[config.mk]
export PLATFORM = sky130hd
export DESIGN_NAME = csam_core_state
export DESIGN_NICKNAME = d
export VERILOG_FILES = /design/src/csam_pkg.sv /design/src/csam_core_state.sv
export SDC_FILE = /design/constraint.sdc
export NUM_CORES = 1
export LEC_CHECK = 0
export BUFFER_PORTS_ARGS = -buffer_cell sky130_fd_sc_hd__buf_2
export CAP_MARGIN = 20
export CORE_ASPECT_RATIO = 1.75
export CORE_MARGIN = 2
export CORE_UTILIZATION = 26
export DETAILED_ROUTE_END_ITERATION = 8
export HOLD_SLACK_MARGIN = 0.08
export PLACE_DENSITY_LB_ADDON = 0.3
export SETUP_SLACK_MARGIN = 0.05
export SLEW_MARGIN = 25
export SYNTH_ARGS = -nofsm -noshare
export SYNTH_HDL_FRONTEND = slang
export SYNTH_SLANG_ARGS = --single-unit
[constraint.sdc]
create_clock -name ref_clk -period 14.6 [get_ports ref_clk]
set_input_delay 0.73 -clock ref_clk [delete_from_list [all_inputs] [get_ports ref_clk]]
set_output_delay 0.73 -clock ref_clk [all_outputs]
set_load 0.03 [all_outputs]
[src/csam_pkg.sv]
package csam_pkg;
	// address map
	localparam logic [15:0] RAM_LOW_END     = 16'h007f;
	localparam logic [15:0] RAM_MIRROR_BASE = 16'h0100;
	localparam logic [15:0] RAM_MIRROR_END  = 16'h017f;
	localparam logic [15:0] SFR_BASE        = 16'h00c0;
	localparam logic [15:0] SFR_END         = 16'h00ff;
	localparam logic [15:0] ROM_BASE        = 16'h8000;
	localparam logic [7:0]  STACK_PAGE      = 8'h01;
	localparam int          RAM_ADDR_W      = 7;
	localparam int          SFR_COUNT       = 64;
	// special-function register offsets
	localparam logic [7:0] OFS_MAIN_CLOCK_MANAGER  = 8'hc0;
	localparam logic [7:0] OFS_SYSTEM_STATUS       = 8'hc1;
	localparam logic [7:0] OFS_INTERRUPT_ENABLE    = 8'hc2;
	localparam logic [7:0] OFS_INTERRUPT_STATUS    = 8'hc3;
	localparam logic [7:0] OFS_HALT_RELEASE_ENABLE = 8'hc4;
	localparam logic [7:0] OFS_TIMER0_COUNT        = 8'hc8;
	localparam logic [7:0] OFS_TIMER0_CONTROL      = 8'hc9;
	localparam logic [7:0] OFS_TIMER1_COUNT        = 8'hca;
	localparam logic [7:0] OFS_TIMER1_CONTROL      = 8'hcb;
	localparam logic [7:0] OFS_TIMER2_COUNT_LOW    = 8'hcc;
	localparam logic [7:0] OFS_TIMER2_COUNT_HIGH   = 8'hcd;
	localparam logic [7:0] OFS_TIMER2_CONTROL      = 8'hce;
	localparam logic [7:0] OFS_DIVIDER_SELECT      = 8'hcf;
	localparam logic [7:0] OFS_PORT0_DATA          = 8'hd2;
	localparam logic [7:0] OFS_PORT0_DIRECTION     = 8'hd3;
	localparam logic [7:0] OFS_PORT0_PULL_HIGH     = 8'hd4;
	localparam logic [7:0] OFS_PORT0_OPEN_DRAIN    = 8'hd5;
	localparam logic [7:0] OFS_PORT1_DATA          = 8'hd7;
	localparam logic [7:0] OFS_PORT1_DIRECTION     = 8'hd8;
	localparam logic [7:0] OFS_PORT1_PULL_HIGH     = 8'hd9;
	localparam logic [7:0] OFS_PORT1_OPEN_DRAIN    = 8'hda;
	localparam logic [7:0] OFS_PORT2_DATA          = 8'hdc;
	localparam logic [7:0] OFS_PORT2_DIRECTION     = 8'hdd;
	localparam logic [7:0] OFS_PORT2_PULL_HIGH     = 8'hde;
	localparam logic [7:0] OFS_PORT2_OPEN_DRAIN    = 8'hdf;
	localparam logic [7:0] OFS_CALENDAR_COUNT_0    = 8'he0;
	localparam logic [7:0] OFS_PORT3_DATA          = 8'he8;
	localparam logic [7:0] OFS_PORT3_DIRECTION     = 8'he9;
	localparam logic [7:0] OFS_PORT3_PULL_HIGH     = 8'hea;
	localparam logic [7:0] OFS_PORT3_OPEN_DRAIN    = 8'heb;
	localparam logic [7:0] OFS_PORT4_DATA          = 8'hec;
	localparam logic [7:0] OFS_PORT4_OPEN_DRAIN    = 8'hed;
	localparam logic [7:0] OFS_MEMORY_BANK_SELECT  = 8'hf2;
	localparam logic [7:0] OFS_WRITE_UNLOCK_KEY    = 8'hf3;
	localparam logic [7:0] OFS_AUDIO_CH1_ENVELOPE  = 8'hf7;
	localparam logic [7:0] OFS_AUDIO_CH2_ENVELOPE  = 8'hf8;
	localparam logic [7:0] OFS_AUDIO_OUTPUT_CTRL   = 8'hf9;
	// implemented-bit masks and reset values
	localparam logic [7:0] MASK_ALL       = 8'hff;
	localparam logic [7:0] MASK_LOW7      = 8'h7f;
	localparam logic [7:0] MASK_LOW6      = 8'h3f;
	localparam logic [7:0] MASK_LOW5      = 8'h1f;
	localparam logic [7:0] MASK_BIT0      = 8'h01;
	localparam logic [7:0] MASK_BIT7      = 8'h80;
	localparam logic [7:0] MASK_CLOCK_MGR = 8'ha7;
	localparam logic [7:0] MASK_AUDIO     = 8'h77;
	localparam logic [7:0] RST_ZERO       = 8'h00;
	localparam logic [7:0] RST_COUNT      = 8'hff;
	localparam logic [7:0] UNLOCK_PATTERN = 8'h58;
	localparam int         STATUS_WDT_BIT = 7;
	// processor status bits
	localparam int PSR_N = 7;
	localparam int PSR_V = 6;
	localparam int PSR_ONE = 5;
	localparam int PSR_B = 4;
	localparam int PSR_D = 3;
	localparam int PSR_I = 2;
	localparam int PSR_Z = 1;
	localparam int PSR_C = 0;
	localparam logic [7:0]  PSR_RESET = 8'h24;
	localparam logic [7:0]  SP_RESET  = 8'hff;
	localparam logic [15:0] PC_RESET  = 16'hfffc;

	typedef enum logic [1:0] {CSAM_RGN_NONE, CSAM_RGN_RAM, CSAM_RGN_SFR,
		CSAM_RGN_ROM} csam_region_t;
	typedef enum logic [1:0] {CSAM_IDX_NONE, CSAM_IDX_X, CSAM_IDX_Y} csam_index_t;
	typedef enum logic [3:0] {CSAM_ALU_PASS, CSAM_ALU_ADC, CSAM_ALU_SBC, CSAM_ALU_CMP,
		CSAM_ALU_AND, CSAM_ALU_ORA, CSAM_ALU_EOR, CSAM_ALU_ASL, CSAM_ALU_LSR,
		CSAM_ALU_ROL, CSAM_ALU_ROR} csam_alu_op_t;
endpackage

[src/csam_core_state.sv]
`timescale 1ns/1ps
module csam_core_state
	import csam_pkg::*;
(
	// clock and reset
	input  wire logic                  ref_clk,
	input  wire logic                  reset_n,
	input  wire logic                  low_voltage_reset,
	// register loads from the sequencer
	input  wire logic                  acc_load,
	input  wire logic                  x_load,
	input  wire logic                  y_load,
	input  wire logic [7:0]            load_data,
	input  wire logic                  psr_load,
	input  wire logic                  flag_write,
	input  wire logic [2:0]            flag_index,
	input  wire logic                  flag_value,
	input  wire logic                  int_entry,
	input  wire logic                  int_is_break,
	input  wire logic                  pc_load,
	input  wire logic [15:0]           pc_in,
	input  wire logic                  sp_load,
	// alu request
	input  wire logic                  alu_go,
	input  wire csam_pkg::csam_alu_op_t alu_op,
	input  wire logic [7:0]            alu_operand,
	// memory access requests
	input  wire logic                  fetch_req,
	input  wire logic                  push_req,
	input  wire logic                  pull_req,
	input  wire logic                  data_req,
	input  wire logic                  data_we,
	input  wire logic [15:0]           base_addr,
	input  wire csam_pkg::csam_index_t index_sel,
	input  wire logic [7:0]            wdata,
	// peripheral side inputs
	input  wire logic                  hardware_interrupt_request,
	input  wire logic [7:0]            irq_event,
	input  wire logic                  vdd1_level,
	// programmer-visible state
	output logic [7:0]                 acc_r,
	output logic [7:0]                 x_r,
	output logic [7:0]                 y_r,
	output logic [7:0]                 psr_r,
	output logic [15:0]                program_counter_r,
	output logic [7:0]                 sp_r,
	// memory side
	output logic [15:0]                addr_bus_r,
	output logic                       ram_sel_r,
	output logic [RAM_ADDR_W-1:0]      ram_addr_r,
	output logic                       sfr_sel_r,
	output logic                       rom_sel_r,
	output logic                       mem_we_r,
	output logic [7:0]                 mem_wdata_r,
	output logic [7:0]                 sfr_rdata_r,
	// interrupt and protection state
	output logic                       irq_take_r,
	output logic                       unlocked_r
);
	import csam_pkg::*;

	logic                rst;
	logic [15:0]         eff_addr;
	logic [15:0]         acc_addr;
	logic                acc_go;
	logic                acc_wr;
	logic [7:0]          acc_wd;
	logic                push_go;
	logic                pull_go;
	csam_region_t        acc_rgn;
	logic [5:0]          sfr_idx;
	logic                sfr_wr;
	logic [7:0]          sfr_r [0:SFR_COUNT-1];
	logic [7:0]          alu_res;
	logic                alu_c;
	logic                alu_v;
	logic                alu_wr_acc;
	logic                alu_carry_upd;
	logic                alu_v_upd;
	logic [8:0]          bin_sum;
	logic [8:0]          bin_dif;
	logic [4:0]          nib_lo;
	logic [4:0]          nib_hi;
	logic [7:0]          status_clr;

	// address decode, shared by access path and register writes
	function automatic csam_region_t region_of(input logic [15:0] a);
		// ram and its mirror
		if (a <= RAM_LOW_END || (a >= RAM_MIRROR_BASE && a <= RAM_MIRROR_END))
			region_of = CSAM_RGN_RAM;
		// zero-page register window
		else if (a >= SFR_BASE && a <= SFR_END)
			region_of = CSAM_RGN_SFR;
		// program and constant rom
		else if (a >= ROM_BASE)
			region_of = CSAM_RGN_ROM;
		else
			region_of = CSAM_RGN_NONE;
	endfunction

	// implemented-bit mask or reset value of one register
	function automatic logic [7:0] sfr_field(input logic [7:0] ofs, input logic want_mask);
		logic [15:0] spec;
		case (ofs)
			OFS_MAIN_CLOCK_MANAGER: spec = {MASK_CLOCK_MGR, RST_ZERO};
			OFS_SYSTEM_STATUS: spec = {MASK_BIT7, RST_ZERO};
			OFS_INTERRUPT_ENABLE, OFS_HALT_RELEASE_ENABLE: spec = {MASK_LOW7, RST_ZERO};
			OFS_INTERRUPT_STATUS: spec = {MASK_ALL, RST_ZERO};
			OFS_TIMER0_COUNT, OFS_TIMER1_COUNT, OFS_TIMER2_COUNT_LOW,
			OFS_TIMER2_COUNT_HIGH: spec = {MASK_ALL, RST_COUNT};
			OFS_TIMER0_CONTROL, OFS_TIMER1_CONTROL: spec = {MASK_LOW5, RST_ZERO};
			OFS_TIMER2_CONTROL: spec = {MASK_LOW6, RST_ZERO};
			OFS_DIVIDER_SELECT, OFS_CALENDAR_COUNT_0,
			OFS_AUDIO_CH1_ENVELOPE, OFS_AUDIO_CH2_ENVELOPE: spec = {MASK_ALL, RST_ZERO};
			OFS_PORT0_DATA, OFS_PORT0_DIRECTION, OFS_PORT0_PULL_HIGH, OFS_PORT0_OPEN_DRAIN,
			OFS_PORT1_DATA, OFS_PORT1_DIRECTION, OFS_PORT1_PULL_HIGH, OFS_PORT1_OPEN_DRAIN,
			OFS_PORT2_DATA, OFS_PORT2_DIRECTION, OFS_PORT2_PULL_HIGH, OFS_PORT2_OPEN_DRAIN,
			OFS_PORT3_DATA, OFS_PORT3_DIRECTION, OFS_PORT3_PULL_HIGH,
			OFS_PORT3_OPEN_DRAIN: spec = {MASK_ALL, RST_ZERO};
			OFS_PORT4_DATA, OFS_PORT4_OPEN_DRAIN: spec = {MASK_LOW6, RST_ZERO};
			OFS_MEMORY_BANK_SELECT: spec = {MASK_BIT0, RST_ZERO};
			OFS_AUDIO_OUTPUT_CTRL: spec = {MASK_AUDIO, RST_ZERO};
			// key is write-only and holes are empty: both read zero
			default: spec = {RST_ZERO, RST_ZERO};
		endcase
		sfr_field = want_mask ? spec[15:8] : spec[7:0];
	endfunction

	// low-voltage trip
	// detector joins reset
	assign rst = !reset_n || low_voltage_reset;

	always_comb begin
		case (index_sel)
			CSAM_IDX_X: eff_addr = base_addr + {8'h00, x_r};
			CSAM_IDX_Y: eff_addr = base_addr + {8'h00, y_r};
			default: eff_addr = base_addr;
		endcase
	end

	// one access per cycle: fetch, then push, then pull, then data
	always_comb begin
		acc_go = 1'b1;
		acc_wr = 1'b0;
		acc_wd = wdata;
		push_go = 1'b0;
		pull_go = 1'b0;
		if (fetch_req) begin
			acc_addr = program_counter_r;
		end else if (push_req) begin
			acc_addr = {STACK_PAGE, sp_r};
			acc_wr = 1'b1;
			acc_wd = wdata;
			push_go = 1'b1;
		end else if (pull_req) begin
			acc_addr = {STACK_PAGE, 8'(sp_r + 8'h01)};
			pull_go = 1'b1;
		end else begin
			acc_addr = eff_addr;
			acc_wr = data_we;
			acc_go = data_req;
		end
	end

	assign acc_rgn = region_of(acc_addr);
	assign sfr_idx = acc_addr[5:0];
	assign sfr_wr = acc_go && acc_wr && acc_rgn == CSAM_RGN_SFR;

	// memory-side strobes, registered
	always_ff @(posedge ref_clk) begin
		if (rst) begin
			addr_bus_r <= 16'h0000;
			ram_sel_r <= 1'b0;
			ram_addr_r <= '0;
			sfr_sel_r <= 1'b0;
			rom_sel_r <= 1'b0;
			mem_we_r <= 1'b0;
			mem_wdata_r <= 8'h00;
		end else begin
			addr_bus_r <= acc_addr;
			ram_sel_r <= acc_go && acc_rgn == CSAM_RGN_RAM;
			ram_addr_r <= acc_addr[RAM_ADDR_W-1:0];
			sfr_sel_r <= acc_go && acc_rgn == CSAM_RGN_SFR;
			rom_sel_r <= acc_go && !acc_wr && acc_rgn == CSAM_RGN_ROM;
			// write strobe only for ram; sfr writes stay inside, rom and holes drop them
			mem_we_r <= acc_go && acc_wr && acc_rgn == CSAM_RGN_RAM;
			mem_wdata_r <= acc_wd;
		end
	end

	always_ff @(posedge ref_clk) begin
		if (rst)
			program_counter_r <= PC_RESET;
		else if (pc_load)
			program_counter_r <= pc_in;
		else if (fetch_req)
			program_counter_r <= program_counter_r + 16'h0001;
	end

	// reset value only keeps simulation clean; software still sets it up
	// push down, pull up
	always_ff @(posedge ref_clk) begin
		if (rst)
			sp_r <= SP_RESET;
		else if (sp_load)
			sp_r <= load_data;
		else if (push_go)
			sp_r <= sp_r - 8'h01;
		else if (pull_go)
			sp_r <= sp_r + 8'h01;
	end

	// alu; decimal add adjusts per nibble, decimal subtract adjusts the binary difference; overflow from binary form
	always_comb begin
		bin_sum = {1'b0, acc_r} + {1'b0, alu_operand} + {8'h00, psr_r[PSR_C]};
		bin_dif = {1'b0, acc_r} - {1'b0, alu_operand} - {8'h00, !psr_r[PSR_C]};
		nib_lo = 5'h00;
		nib_hi = 5'h00;
		alu_res = alu_operand;
		alu_c = psr_r[PSR_C];
		alu_v = psr_r[PSR_V];
		alu_wr_acc = 1'b1;
		alu_carry_upd = 1'b0;
		alu_v_upd = 1'b0;
		case (alu_op)
			CSAM_ALU_ADC: begin
				alu_carry_upd = 1'b1;
				alu_v_upd = 1'b1;
				alu_v = (acc_r[7] == alu_operand[7]) && (bin_sum[7] != acc_r[7]);
				if (psr_r[PSR_D]) begin
					nib_lo = {1'b0, acc_r[3:0]} + {1'b0, alu_operand[3:0]}
						+ {4'h0, psr_r[PSR_C]};
					if (nib_lo > 5'd9)
						nib_lo = nib_lo + 5'd6;
					nib_hi = {1'b0, acc_r[7:4]} + {1'b0, alu_operand[7:4]}
						+ {4'h0, nib_lo[4]};
					if (nib_hi > 5'd9)
						nib_hi = nib_hi + 5'd6;
					alu_res = {nib_hi[3:0], nib_lo[3:0]};
					alu_c = nib_hi[4];
				end else begin
					alu_res = bin_sum[7:0];
					alu_c = bin_sum[8];
				end
			end
			CSAM_ALU_SBC: begin
				alu_carry_upd = 1'b1;
				alu_v_upd = 1'b1;
				alu_v = (acc_r[7] != alu_operand[7]) && (bin_dif[7] != acc_r[7]);
				alu_c = !bin_dif[8];
				alu_res = bin_dif[7:0];
				if (psr_r[PSR_D]) begin
					nib_lo = {1'b0, acc_r[3:0]} - {1'b0, alu_operand[3:0]}
						- {4'h0, !psr_r[PSR_C]};
					if (nib_lo[4])
						alu_res = alu_res - 8'h06;
					if (bin_dif[8])
						alu_res = alu_res - 8'h60;
				end
			end
			CSAM_ALU_CMP: begin
				alu_wr_acc = 1'b0;
				alu_carry_upd = 1'b1;
				alu_res = acc_r - alu_operand;
				alu_c = acc_r >= alu_operand;
			end
			CSAM_ALU_AND: alu_res = acc_r & alu_operand;
			CSAM_ALU_ORA: alu_res = acc_r | alu_operand;
			CSAM_ALU_EOR: alu_res = acc_r ^ alu_operand;
			CSAM_ALU_ASL: begin
				alu_carry_upd = 1'b1;
				alu_res = {acc_r[6:0], 1'b0};
				alu_c = acc_r[7];
			end
			CSAM_ALU_LSR: begin
				alu_carry_upd = 1'b1;
				alu_res = {1'b0, acc_r[7:1]};
				alu_c = acc_r[0];
			end
			CSAM_ALU_ROL: begin
				alu_carry_upd = 1'b1;
				alu_res = {acc_r[6:0], psr_r[PSR_C]};
				alu_c = acc_r[7];
			end
			CSAM_ALU_ROR: begin
				alu_carry_upd = 1'b1;
				alu_res = {psr_r[PSR_C], acc_r[7:1]};
				alu_c = acc_r[0];
			end
			default: alu_res = alu_operand;
		endcase
	end

	always_ff @(posedge ref_clk) begin
		if (rst)
			acc_r <= 8'h00;
		else if (acc_load)
			acc_r <= load_data;
		else if (alu_go && alu_wr_acc)
			acc_r <= alu_res;
	end

	always_ff @(posedge ref_clk) begin
		if (rst) begin
			x_r <= 8'h00;
			y_r <= 8'h00;
		end else begin
			if (x_load)
				x_r <= load_data;
			if (y_load)
				y_r <= load_data;
		end
	end

	// psr_load wins outright; otherwise later updates in this block win over earlier ones
	always_ff @(posedge ref_clk) begin
		if (rst) begin
			psr_r <= PSR_RESET;
		end else if (psr_load) begin
			psr_r <= load_data | (8'h01 << PSR_ONE);
		end else begin
			if (alu_go) begin
				psr_r[PSR_N] <= alu_res[7];
				psr_r[PSR_Z] <= alu_res == 8'h00;
				if (alu_carry_upd)
					psr_r[PSR_C] <= alu_c;
				if (alu_v_upd)
					psr_r[PSR_V] <= alu_v;
			end else if (acc_load || x_load || y_load) begin
				psr_r[PSR_N] <= load_data[7];
				psr_r[PSR_Z] <= load_data == 8'h00;
			end
			if (flag_write && flag_index != 3'(PSR_ONE))
				psr_r[flag_index] <= flag_value;
			if (int_entry) begin
				psr_r[PSR_B] <= int_is_break;
				psr_r[PSR_I] <= 1'b1;
			end
			psr_r[PSR_ONE] <= 1'b1;
		end
	end

	always_ff @(posedge ref_clk) begin
		if (rst)
			irq_take_r <= 1'b0;
		else
			irq_take_r <= !psr_r[PSR_I] && (hardware_interrupt_request
				|| (sfr_r[OFS_INTERRUPT_STATUS[5:0]] & sfr_r[OFS_INTERRUPT_ENABLE[5:0]])
				!= 8'h00);
	end

	// key arms one following write, any write disarms it
	always_ff @(posedge ref_clk) begin
		if (rst)
			unlocked_r <= 1'b0;
		else if (sfr_wr && {2'b11, sfr_idx} == OFS_WRITE_UNLOCK_KEY)
			unlocked_r <= acc_wd == UNLOCK_PATTERN;
		else if (acc_go && acc_wr)
			unlocked_r <= 1'b0;
	end

	// write-one clear; watchdog bit only while unlocked
	always_comb begin
		status_clr = 8'h00;
		if (sfr_wr && {2'b11, sfr_idx} == OFS_INTERRUPT_STATUS) begin
			status_clr = acc_wd;
			status_clr[STATUS_WDT_BIT] = acc_wd[STATUS_WDT_BIT] && unlocked_r;
		end
	end

	// register window storage
	always_ff @(posedge ref_clk) begin
		if (rst) begin
			for (int i = 0; i < SFR_COUNT; i++)
				sfr_r[i] <= sfr_field(SFR_BASE[7:0] + 8'(i), 1'b0);
		end else begin
			if (sfr_wr && {2'b11, sfr_idx} != OFS_INTERRUPT_STATUS
				&& {2'b11, sfr_idx} != OFS_SYSTEM_STATUS
				&& ({2'b11, sfr_idx} != OFS_MAIN_CLOCK_MANAGER || unlocked_r))
				sfr_r[sfr_idx] <= acc_wd & sfr_field({2'b11, sfr_idx}, 1'b1);
			// new events win over a same-cycle clear
			sfr_r[OFS_INTERRUPT_STATUS[5:0]] <=
				(sfr_r[OFS_INTERRUPT_STATUS[5:0]] & ~status_clr) | irq_event;
			sfr_r[OFS_SYSTEM_STATUS[5:0]] <= {vdd1_level, 7'h00};
		end
	end

	// register read port, valid the cycle after the access
	always_ff @(posedge ref_clk) begin
		if (rst)
			sfr_rdata_r <= 8'h00;
		else if (acc_go && !acc_wr && acc_rgn == CSAM_RGN_SFR)
			sfr_rdata_r <= sfr_r[sfr_idx] & sfr_field({2'b11, sfr_idx}, 1'b1);
	end
endmodule

==> results.tsv, run 1 <==
metric	value	unit
status	completed	
TritonCTS buffer count	54	
Worst Tran Pin Value	1.15	ns
crit-path leading delay family	compound AO/OA/AOI/OAI gates	
initial antenna violation count	13	
H-tree Lvls	2	
Clk pin slew, worst setup/hold paths	0.07	ns
Mapped Cells	2886	
Post-CTS Setup Bufs	0	
maximum fanout along the worst path	16	
Setup CP Type	in -> reg	
routed wire length	115000	µm
period utilization	0.435	
Post-synth EDFFs	496	
Remaining DRCs	0	
Iter 0 DRT Violations	2135	
largest net degree at the start of global routing	77	
drt pass-1 iters	6	
CP startpoint kind	primary input	
Synth async-reset ratio	0	
Setup TNS Final	0	ns
worst skew pair latency	0.65	ns
first-pass GRT wire length	164000	µm
utilization after layout	0.307	
synth-to-layout area growth	16.9	%
WP buf/inv	2	
CTS sink cnt	605	
hpwl dp	86100	µm
final hold violation count	0	
global route total overflow	0	
Yosys reg bits	605	
placed instance area	33900	µm²
vias after detailed routing	24300	
Cell Pwr Density	120	nW/µm²
Nets	3392	
non-filler cells, final	4797	
initial core utilization	0.262	
fin. max-slew vios	0	
Slew HR	0.212	
most frequent cell on the critical path	ha_1	
GRT Util Overall	0.185	
Resize count post-CTS	0	
fin area	35800	µm²
ys flop type	edfxtp_1	
Cell Chain, Critical Path	buf_2 > inv_1 > ha_1 > mux2_2 > ha_1 > fa_1 > a21o_1 > a221oi_2 > a211oi_1 > xnor2_1 > o21ai_1 > or2_0 > nor3_4 > nand3_1 > o21ai_0	
slowest cell on the critical path	o21ai_0	
DIE AREA	121000	µm²
routability cong.	0.923	
synth warn	0	
Worst Setup SP	index_sel[0]	
CTS tree	done	
Placement Rows	166	
DR vias/cell	5.07	
Slowest Stage Delay on Critical Path	1.18	ns
Max VDD drop	97.3	µV
RSZ-0062 raised after global routing	false	
post-synth cell types	97	
post-synthesis cell area	30700	µm²
io pins	195	
Seq/Total Area, Yosys	0.557	
Syn Area/Cell	10.6	µm²
Hold/Removal Path Class	in -> reg	
Post-DRT Antenna Nets	0	
Vert. Die Dim	458	µm
worst hold start	vdd1_level	
core area	117000	µm²
CP Capture Type	register	
cell total after placement	4693	
Final min period	6.35	ns
Clock Skew	0.0348	ns
die width	264	µm
Critical Path RT	14.86	ns
buffer depth of the longest clock path	3	
# setup viols final	0	
vias in the first global route	24000	
RR Startpoint	y_r[0]	
Post-CTS Hold Buffers	0	
CP arrival	6.60	ns
clock root buffer	clkbuf_16	
max-cap violations	0	
share of cells above drive strength 1	0.125	
Leak	0.0135	µW
DR WL/cell	24.1	µm
count of input and output buffers	193	
fmax	0.158	GHz
==> logic make-up (layout without fill, tap and decap cells) <==
family | after synthesis | count (layout) | synth area share
AND/OR/NAND/NOR | 1033 | 1033 | 0.151
AO/OA/AOI/OAI | 722 | 722 | 0.163
flip-flops | 605 | 605 | 0.557
buffers and inverters | 274 | 414 | 0.0413
multiplexers | 142 | 142 | 0.0471
adder cells (fa/ha/maj) | 62 | 62 | 0.0269
XOR/XNOR | 46 | 46 | 0.0131
other | 2 | 261 | 0.000245
==> per-layer routing <==
layer / up-vias / part of all wire / routed length, µm / GRT usage
li1: 11200 / - / - / -
met1: 11800 / 0.34 / 39500 / 0.186
met2: 1005 / 0.53 / 61100 / 0.352
met3: 310 / 0.055 / 6360 / 0.0274
met4: 14 / 0.074 / 8540 / 0.121
met5: - / 0.00061 / 70 / 0
==> cells in the final DEF, fill, tap and decap left out, types with 56 or more instances in the layout <==
master	n
dfxtp_1	109
a21oi_1	211
buf_2	193
o21ai_0	83
mux2i_1	125
conb_1	258
a221oi_1	70
buf_4	56
nor2_1	341
inv_1	64
nand2_1	400
edfxtp_1	496
==> state kept, by name, summed over array words and instances (netlist names), 7 cells and up <==
| signal | count |
|---|---|
| program_counter_r | 16 |
| sp_r | 8 |
| acc_r | 8 |
| y_r | 8 |
| mem_wdata_r | 8 |
| x_r | 8 |
| sfr_r | 512 |
| addr_bus_r | 16 |
| psr_r | 7 |
| sfr_rdata_r | 8 |
==> power breakdown <==
group / switching (µW) / internal, µW
sequential: 46.4 / 1970
clock: 691 / 867
combinational: 507 / 215
==> worst reg2reg max path: stages (launching register included) <==
cell	delay, ns
dfxtp_1	0.34
mux2_2	0.28
ha_1	0.24
fa_1	0.45
a21o_1	0.20
a221oi_2	0.37
a211oi_1	0.16
xnor2_1	0.17
o21ai_1	0.11
or2_0	0.48
nor3_4	0.58
nand3_1	0.93
o21ai_0	1.19
==> final cells by class <==
| cell class | count | area [µm²] |
|---|---|---|
| repair buffers | 249 | 1390 |
| fillers | 12100 | 81100 |
| flip-flops and latches | 605 | 17100 |
| diodes | 3 | 7.51 |
| well taps | 1512 | 1890 |
| multi-input cells | 2263 | 13300 |
| clock inverters | 39 | 478 |
| inverters | 64 | 240 |
| clock buffers | 62 | 1420 |
==> synth_stat cells, types with 32 or more instances <==
library cell    n  share of area
edfxtp_1      496           0.49
nand2_1       400          0.049
nor2_1        342          0.042
a21oi_1       211          0.034
o21ai_0       127          0.021
mux2i_1       125          0.041
dfxtp_1       109          0.071
clkbuf_1       91          0.011
buf_2          73          0.012
a221oi_1       70          0.020
inv_1          63         0.0077
nand3_1        55         0.0090
ha_1           54          0.022
a32oi_1        52          0.015
nor3_1         41         0.0067
xnor2_1        32         0.0091
==> through the flow <==
| step | setup WS, ns | hold WS, ns | power (µW) |
|---|---|---|---|
| global route | 8.20 | 0.308 | 4430 |
| global placement | 7.79 | 0.466 | 2760 |
| detailed placement | 7.88 | 0.468 | 2760 |
| floorplan | 9.43 | 0.529 | 2500 |
| CTS | 8.53 | 0.277 | 4310 |
| finish | 8.25 | 0.304 | 4300 |
==> final timing paths <==
check                        end  slack [ns]  cells after the start
hold reg to reg   sfr_rdata_r[7]        0.49                      1
setup reg to reg    sfr_r[43][7]        8.71                     12
hold / removal       sfr_r[1][7]        0.30                      2
setup / recovery    sfr_r[43][7]        8.25                     15
Power figures use the tool's default switching activity.
==> inputs of run 2 (changes only) <==
ABC_AREA = 1   (was not set)
clock period = 5.6 ns   (was 14.6 ns; I/O delays follow)
==> run 2 against run 1 <==
Net effect: sequential power increased to 2.6 times the previous value; synthesized cell count increased by 15%; highest routed layer unchanged; critical endpoint is now psr_r[7]; worst setup slack got worse by 7.8 ns; core utilization increased by 1.6 points; largest cell class unchanged; final area increased by 1.5%; critical path depth increased by 15.
==> results.tsv, run 2 <==
metric	value	unit	change
status	completed		
Worst Tran Pin Value	1.05	ns	-0.0981 ns
Slew HR	0.298		+0.0853
ys flop type	edfxtp_1		
GRT Util Overall	0.191		+0.00607
synth cell count leaders	nand2_1, edfxtp_1, nor2_1		
Power Total	11400	µW	+170%
commonest non-fill, non-tap cells in the layout	nand2_1, edfxtp_1, nor2_1		
Remaining DRCs	0		unchanged
utilization after layout	0.323		+0.0160
count of input and output buffers	193		unchanged
hpwl dp	83900	µm	-2.7%
post-synth cell types	56		-42%
top flop regs	sfr_r (512), addr_bus_r (16), program_counter_r (16)		
max FFs per register	512		unchanged
Max VDD drop	208	µV	+110%
simple-gate share of the synthesized area	0.259		+0.108
Setup TNS Final	0	ns	unchanged
placed instance area	33600	µm²	-0.84%
Synth async-reset ratio	0		unchanged
fmax	0.196	GHz	
CP arrival	5.62	ns	-0.98 ns
CP Capture Type	register		
H-tree Lvls	2		unchanged
synth warn	0		unchanged
Critical Path RT	6.11	ns	-8.75 ns
post-synthesis xor/xnor area fraction	0.00503		-0.00811
post-synthesis compound-gate area fraction	0.0762		-0.0867
Hold/Removal Path Class	in -> reg		
vias after detailed routing	25100		+3.2%
Adder-Cell Fraction of Synth Area	0.0275		+0.000610
top-count cell post-synth	nand2_1		
DIE AREA	117000	µm²	-3.4%
CP startpoint kind	register		
smallest hold slack	0.128	ns	-0.176 ns
post-synthesis cell area	29600	µm²	-3.4%
most frequent cell on the critical path	nand2_1		
largest family of logic cells by synthesized area	simple AND/OR/NAND/NOR gates		
slowest cell on the critical path	dfxtp_1		
die width	259	µm	-1.7%
DR vias/cell	4.68		-7.9%
vias in the first global route	25800		+7.2%
Post-CTS Setup Bufs	0		unchanged
Nets	3991		+18%
fin area	36400	µm²	+1.5%
Leak	0.0153	µW	+13%
# setup viols final	0		unchanged
clock root buffer	clkbuf_16		
commonest non-fill, non-tap cell in the layout	nand2_1		
largest net degree at the start of global routing	85		+10%
TritonCTS buffer count	59		+9.3%
final hold violation count	0		unchanged
mux cell area share after synthesis	0.00228		-0.0448
RSZ-0062 raised after global routing	false		
fin. max-slew vios	0		unchanged
Clk pin slew, worst setup/hold paths	0.07	ns	about the same
Slowest Stage Delay on Critical Path	0.49	ns	-0.69 ns
maximum fanout along the worst path	14		-2
Cell Pwr Density	315	nW/µm²	+160%
first-pass GRT wire length	165000	µm	+0.22%
global route total overflow	0		unchanged
worst skew pair latency	0.66	ns	about the same
CTS sink cnt	605		unchanged
crit-path leading delay family	adder cells		
Post-DRT Antenna Nets	0		unchanged
Vert. Die Dim	450	µm	-1.7%
top cell type's share of synthesized area	0.503		+0.0171
Placement Rows	163		-1.8%
routability cong.	0.993		+7.6%
initial core utilization	0.263		+0.000412
drt pass-1 iters	6		unchanged
routed wire length	112000	µm	-2.7%
CTS tree	done		
post-synth top area cell	edfxtp_1		
Yosys reg bits	605		unchanged
period utilization	0.912		
Iter 0 DRT Violations	1901		-11%
Final min period	5.11	ns	
DR WL/cell	20.9	µm	-13%
Syn Area/Cell	8.94	µm²	-16%
io pins	195		unchanged
largest reg by FF count	sfr_r		
max-cap violations	0		unchanged
core area	113000	µm²	-3.6%
WP buf/inv	7		+5
Mapped Cells	3311		+15%
share of cells above drive strength 1	0.120		-0.00448
Clock Skew	0.0360	ns	+0.00125 ns
buffer depth of the longest clock path	3		unchanged
synth-to-layout area growth	22.8	%	
top cells by area, synth	edfxtp_1, nand2_1, dfxtp_1, nor2_1, inv_1		
Post-synth EDFFs	496		unchanged
Setup CP Type	reg -> reg		
initial antenna violation count	16		+3
Seq/Total Area, Yosys	0.577		+0.0196
run 2: cell count changes after synthesis, sizes merged, moves of 57 or more:
cell / change
a221oi: -70
inv: +182
nand2: +694
nor2: +57
nand4: +119
buf: -68
a21oi: -95
mux2i: -125
nand3: +105
run 2: worst reg2reg max path, delay by kind of cell, from the launching register on:
| family | cells | cell delay [ns] |
|---|---|---|
| DFF | 1 | 0.49 |
| adders and majority gates | 5 | 1.69 |
| AOI/OAI and AO/OA | 3 | 0.38 |
| and+or+nand+nor | 15 | 1.51 |
| buffers and inverters | 7 | 0.92 |
run 2: logic make-up (layout without fill, tap and decap cells):
kind of cell	count (synthesis)	in the layout
xor+xnor	17	17
compound gates	396	396
simple gates	1828	1828
flops	605	605
mux	6	6
other cells	2	261
buf+inv	396	716
fa+ha+maj	61	61
run 2: layout make-up:
type | count | area [µm²]
fillers | 11800 | 76400
flip-flops and latches | 605 | 17100
multi-input cells | 2566 | 12000
repair buffers | 356 | 2440
well taps | 1485 | 1860
clock buffers | 67 | 1560
inverters | 248 | 933
clock inverters | 45 | 519
diodes | 3 | 7.51
run 2: routing by layer:
metal | wire length [µm] | share of wire | track usage | vias to the layer above
li1 | - | - | - | 12000
met1 | 38000 | 0.34 | 0.187 | 11900
met2 | 60200 | 0.54 | 0.365 | 884
met3 | 5920 | 0.053 | 0.0300 | 322
met4 | 8160 | 0.073 | 0.127 | 14
met5 | 85 | 0.00076 | 0 | -
run 2: timing repair:
item / 4_1_cts / 5_1_grt
hold buffers: 65 / 0
setup endpoints to repair: 0 / 2
resized for setup: 0 / 1
hold endpoints to repair: 77 / 0
run 2: power breakdown:
group	internal, µW	leakage (µW)	switching (µW)
Sequential	5140	0.00606	104
Clock	2480	0.00102	1840
Combinational	508	0.00818	1380
run 2: worst paths after layout:
check / from / end / slack [ns] / depth (start not counted)
hold reg to reg: sfr_r[3][7] / sfr_r[3][7] / 0.47 / 2
hold / removal: base_addr[14] / addr_bus_r[14] / 0.13 / 6
setup / recovery: acc_r[2] / psr_r[7] / 0.49 / 30
setup reg to reg: acc_r[2] / psr_r[7] / 0.49 / 30
run 2: through the flow:
step / setup slack (ns) / cells
5_1_grt: 0.0530 / 5375
3_3_place_gp: 0.479 / 5195
4_1_cts: 0.404 / 5372
2_1_floorplan: 1.06 / 3567
3_5_place_dp: 0.426 / 5195
6_report: 0.491 / 5375
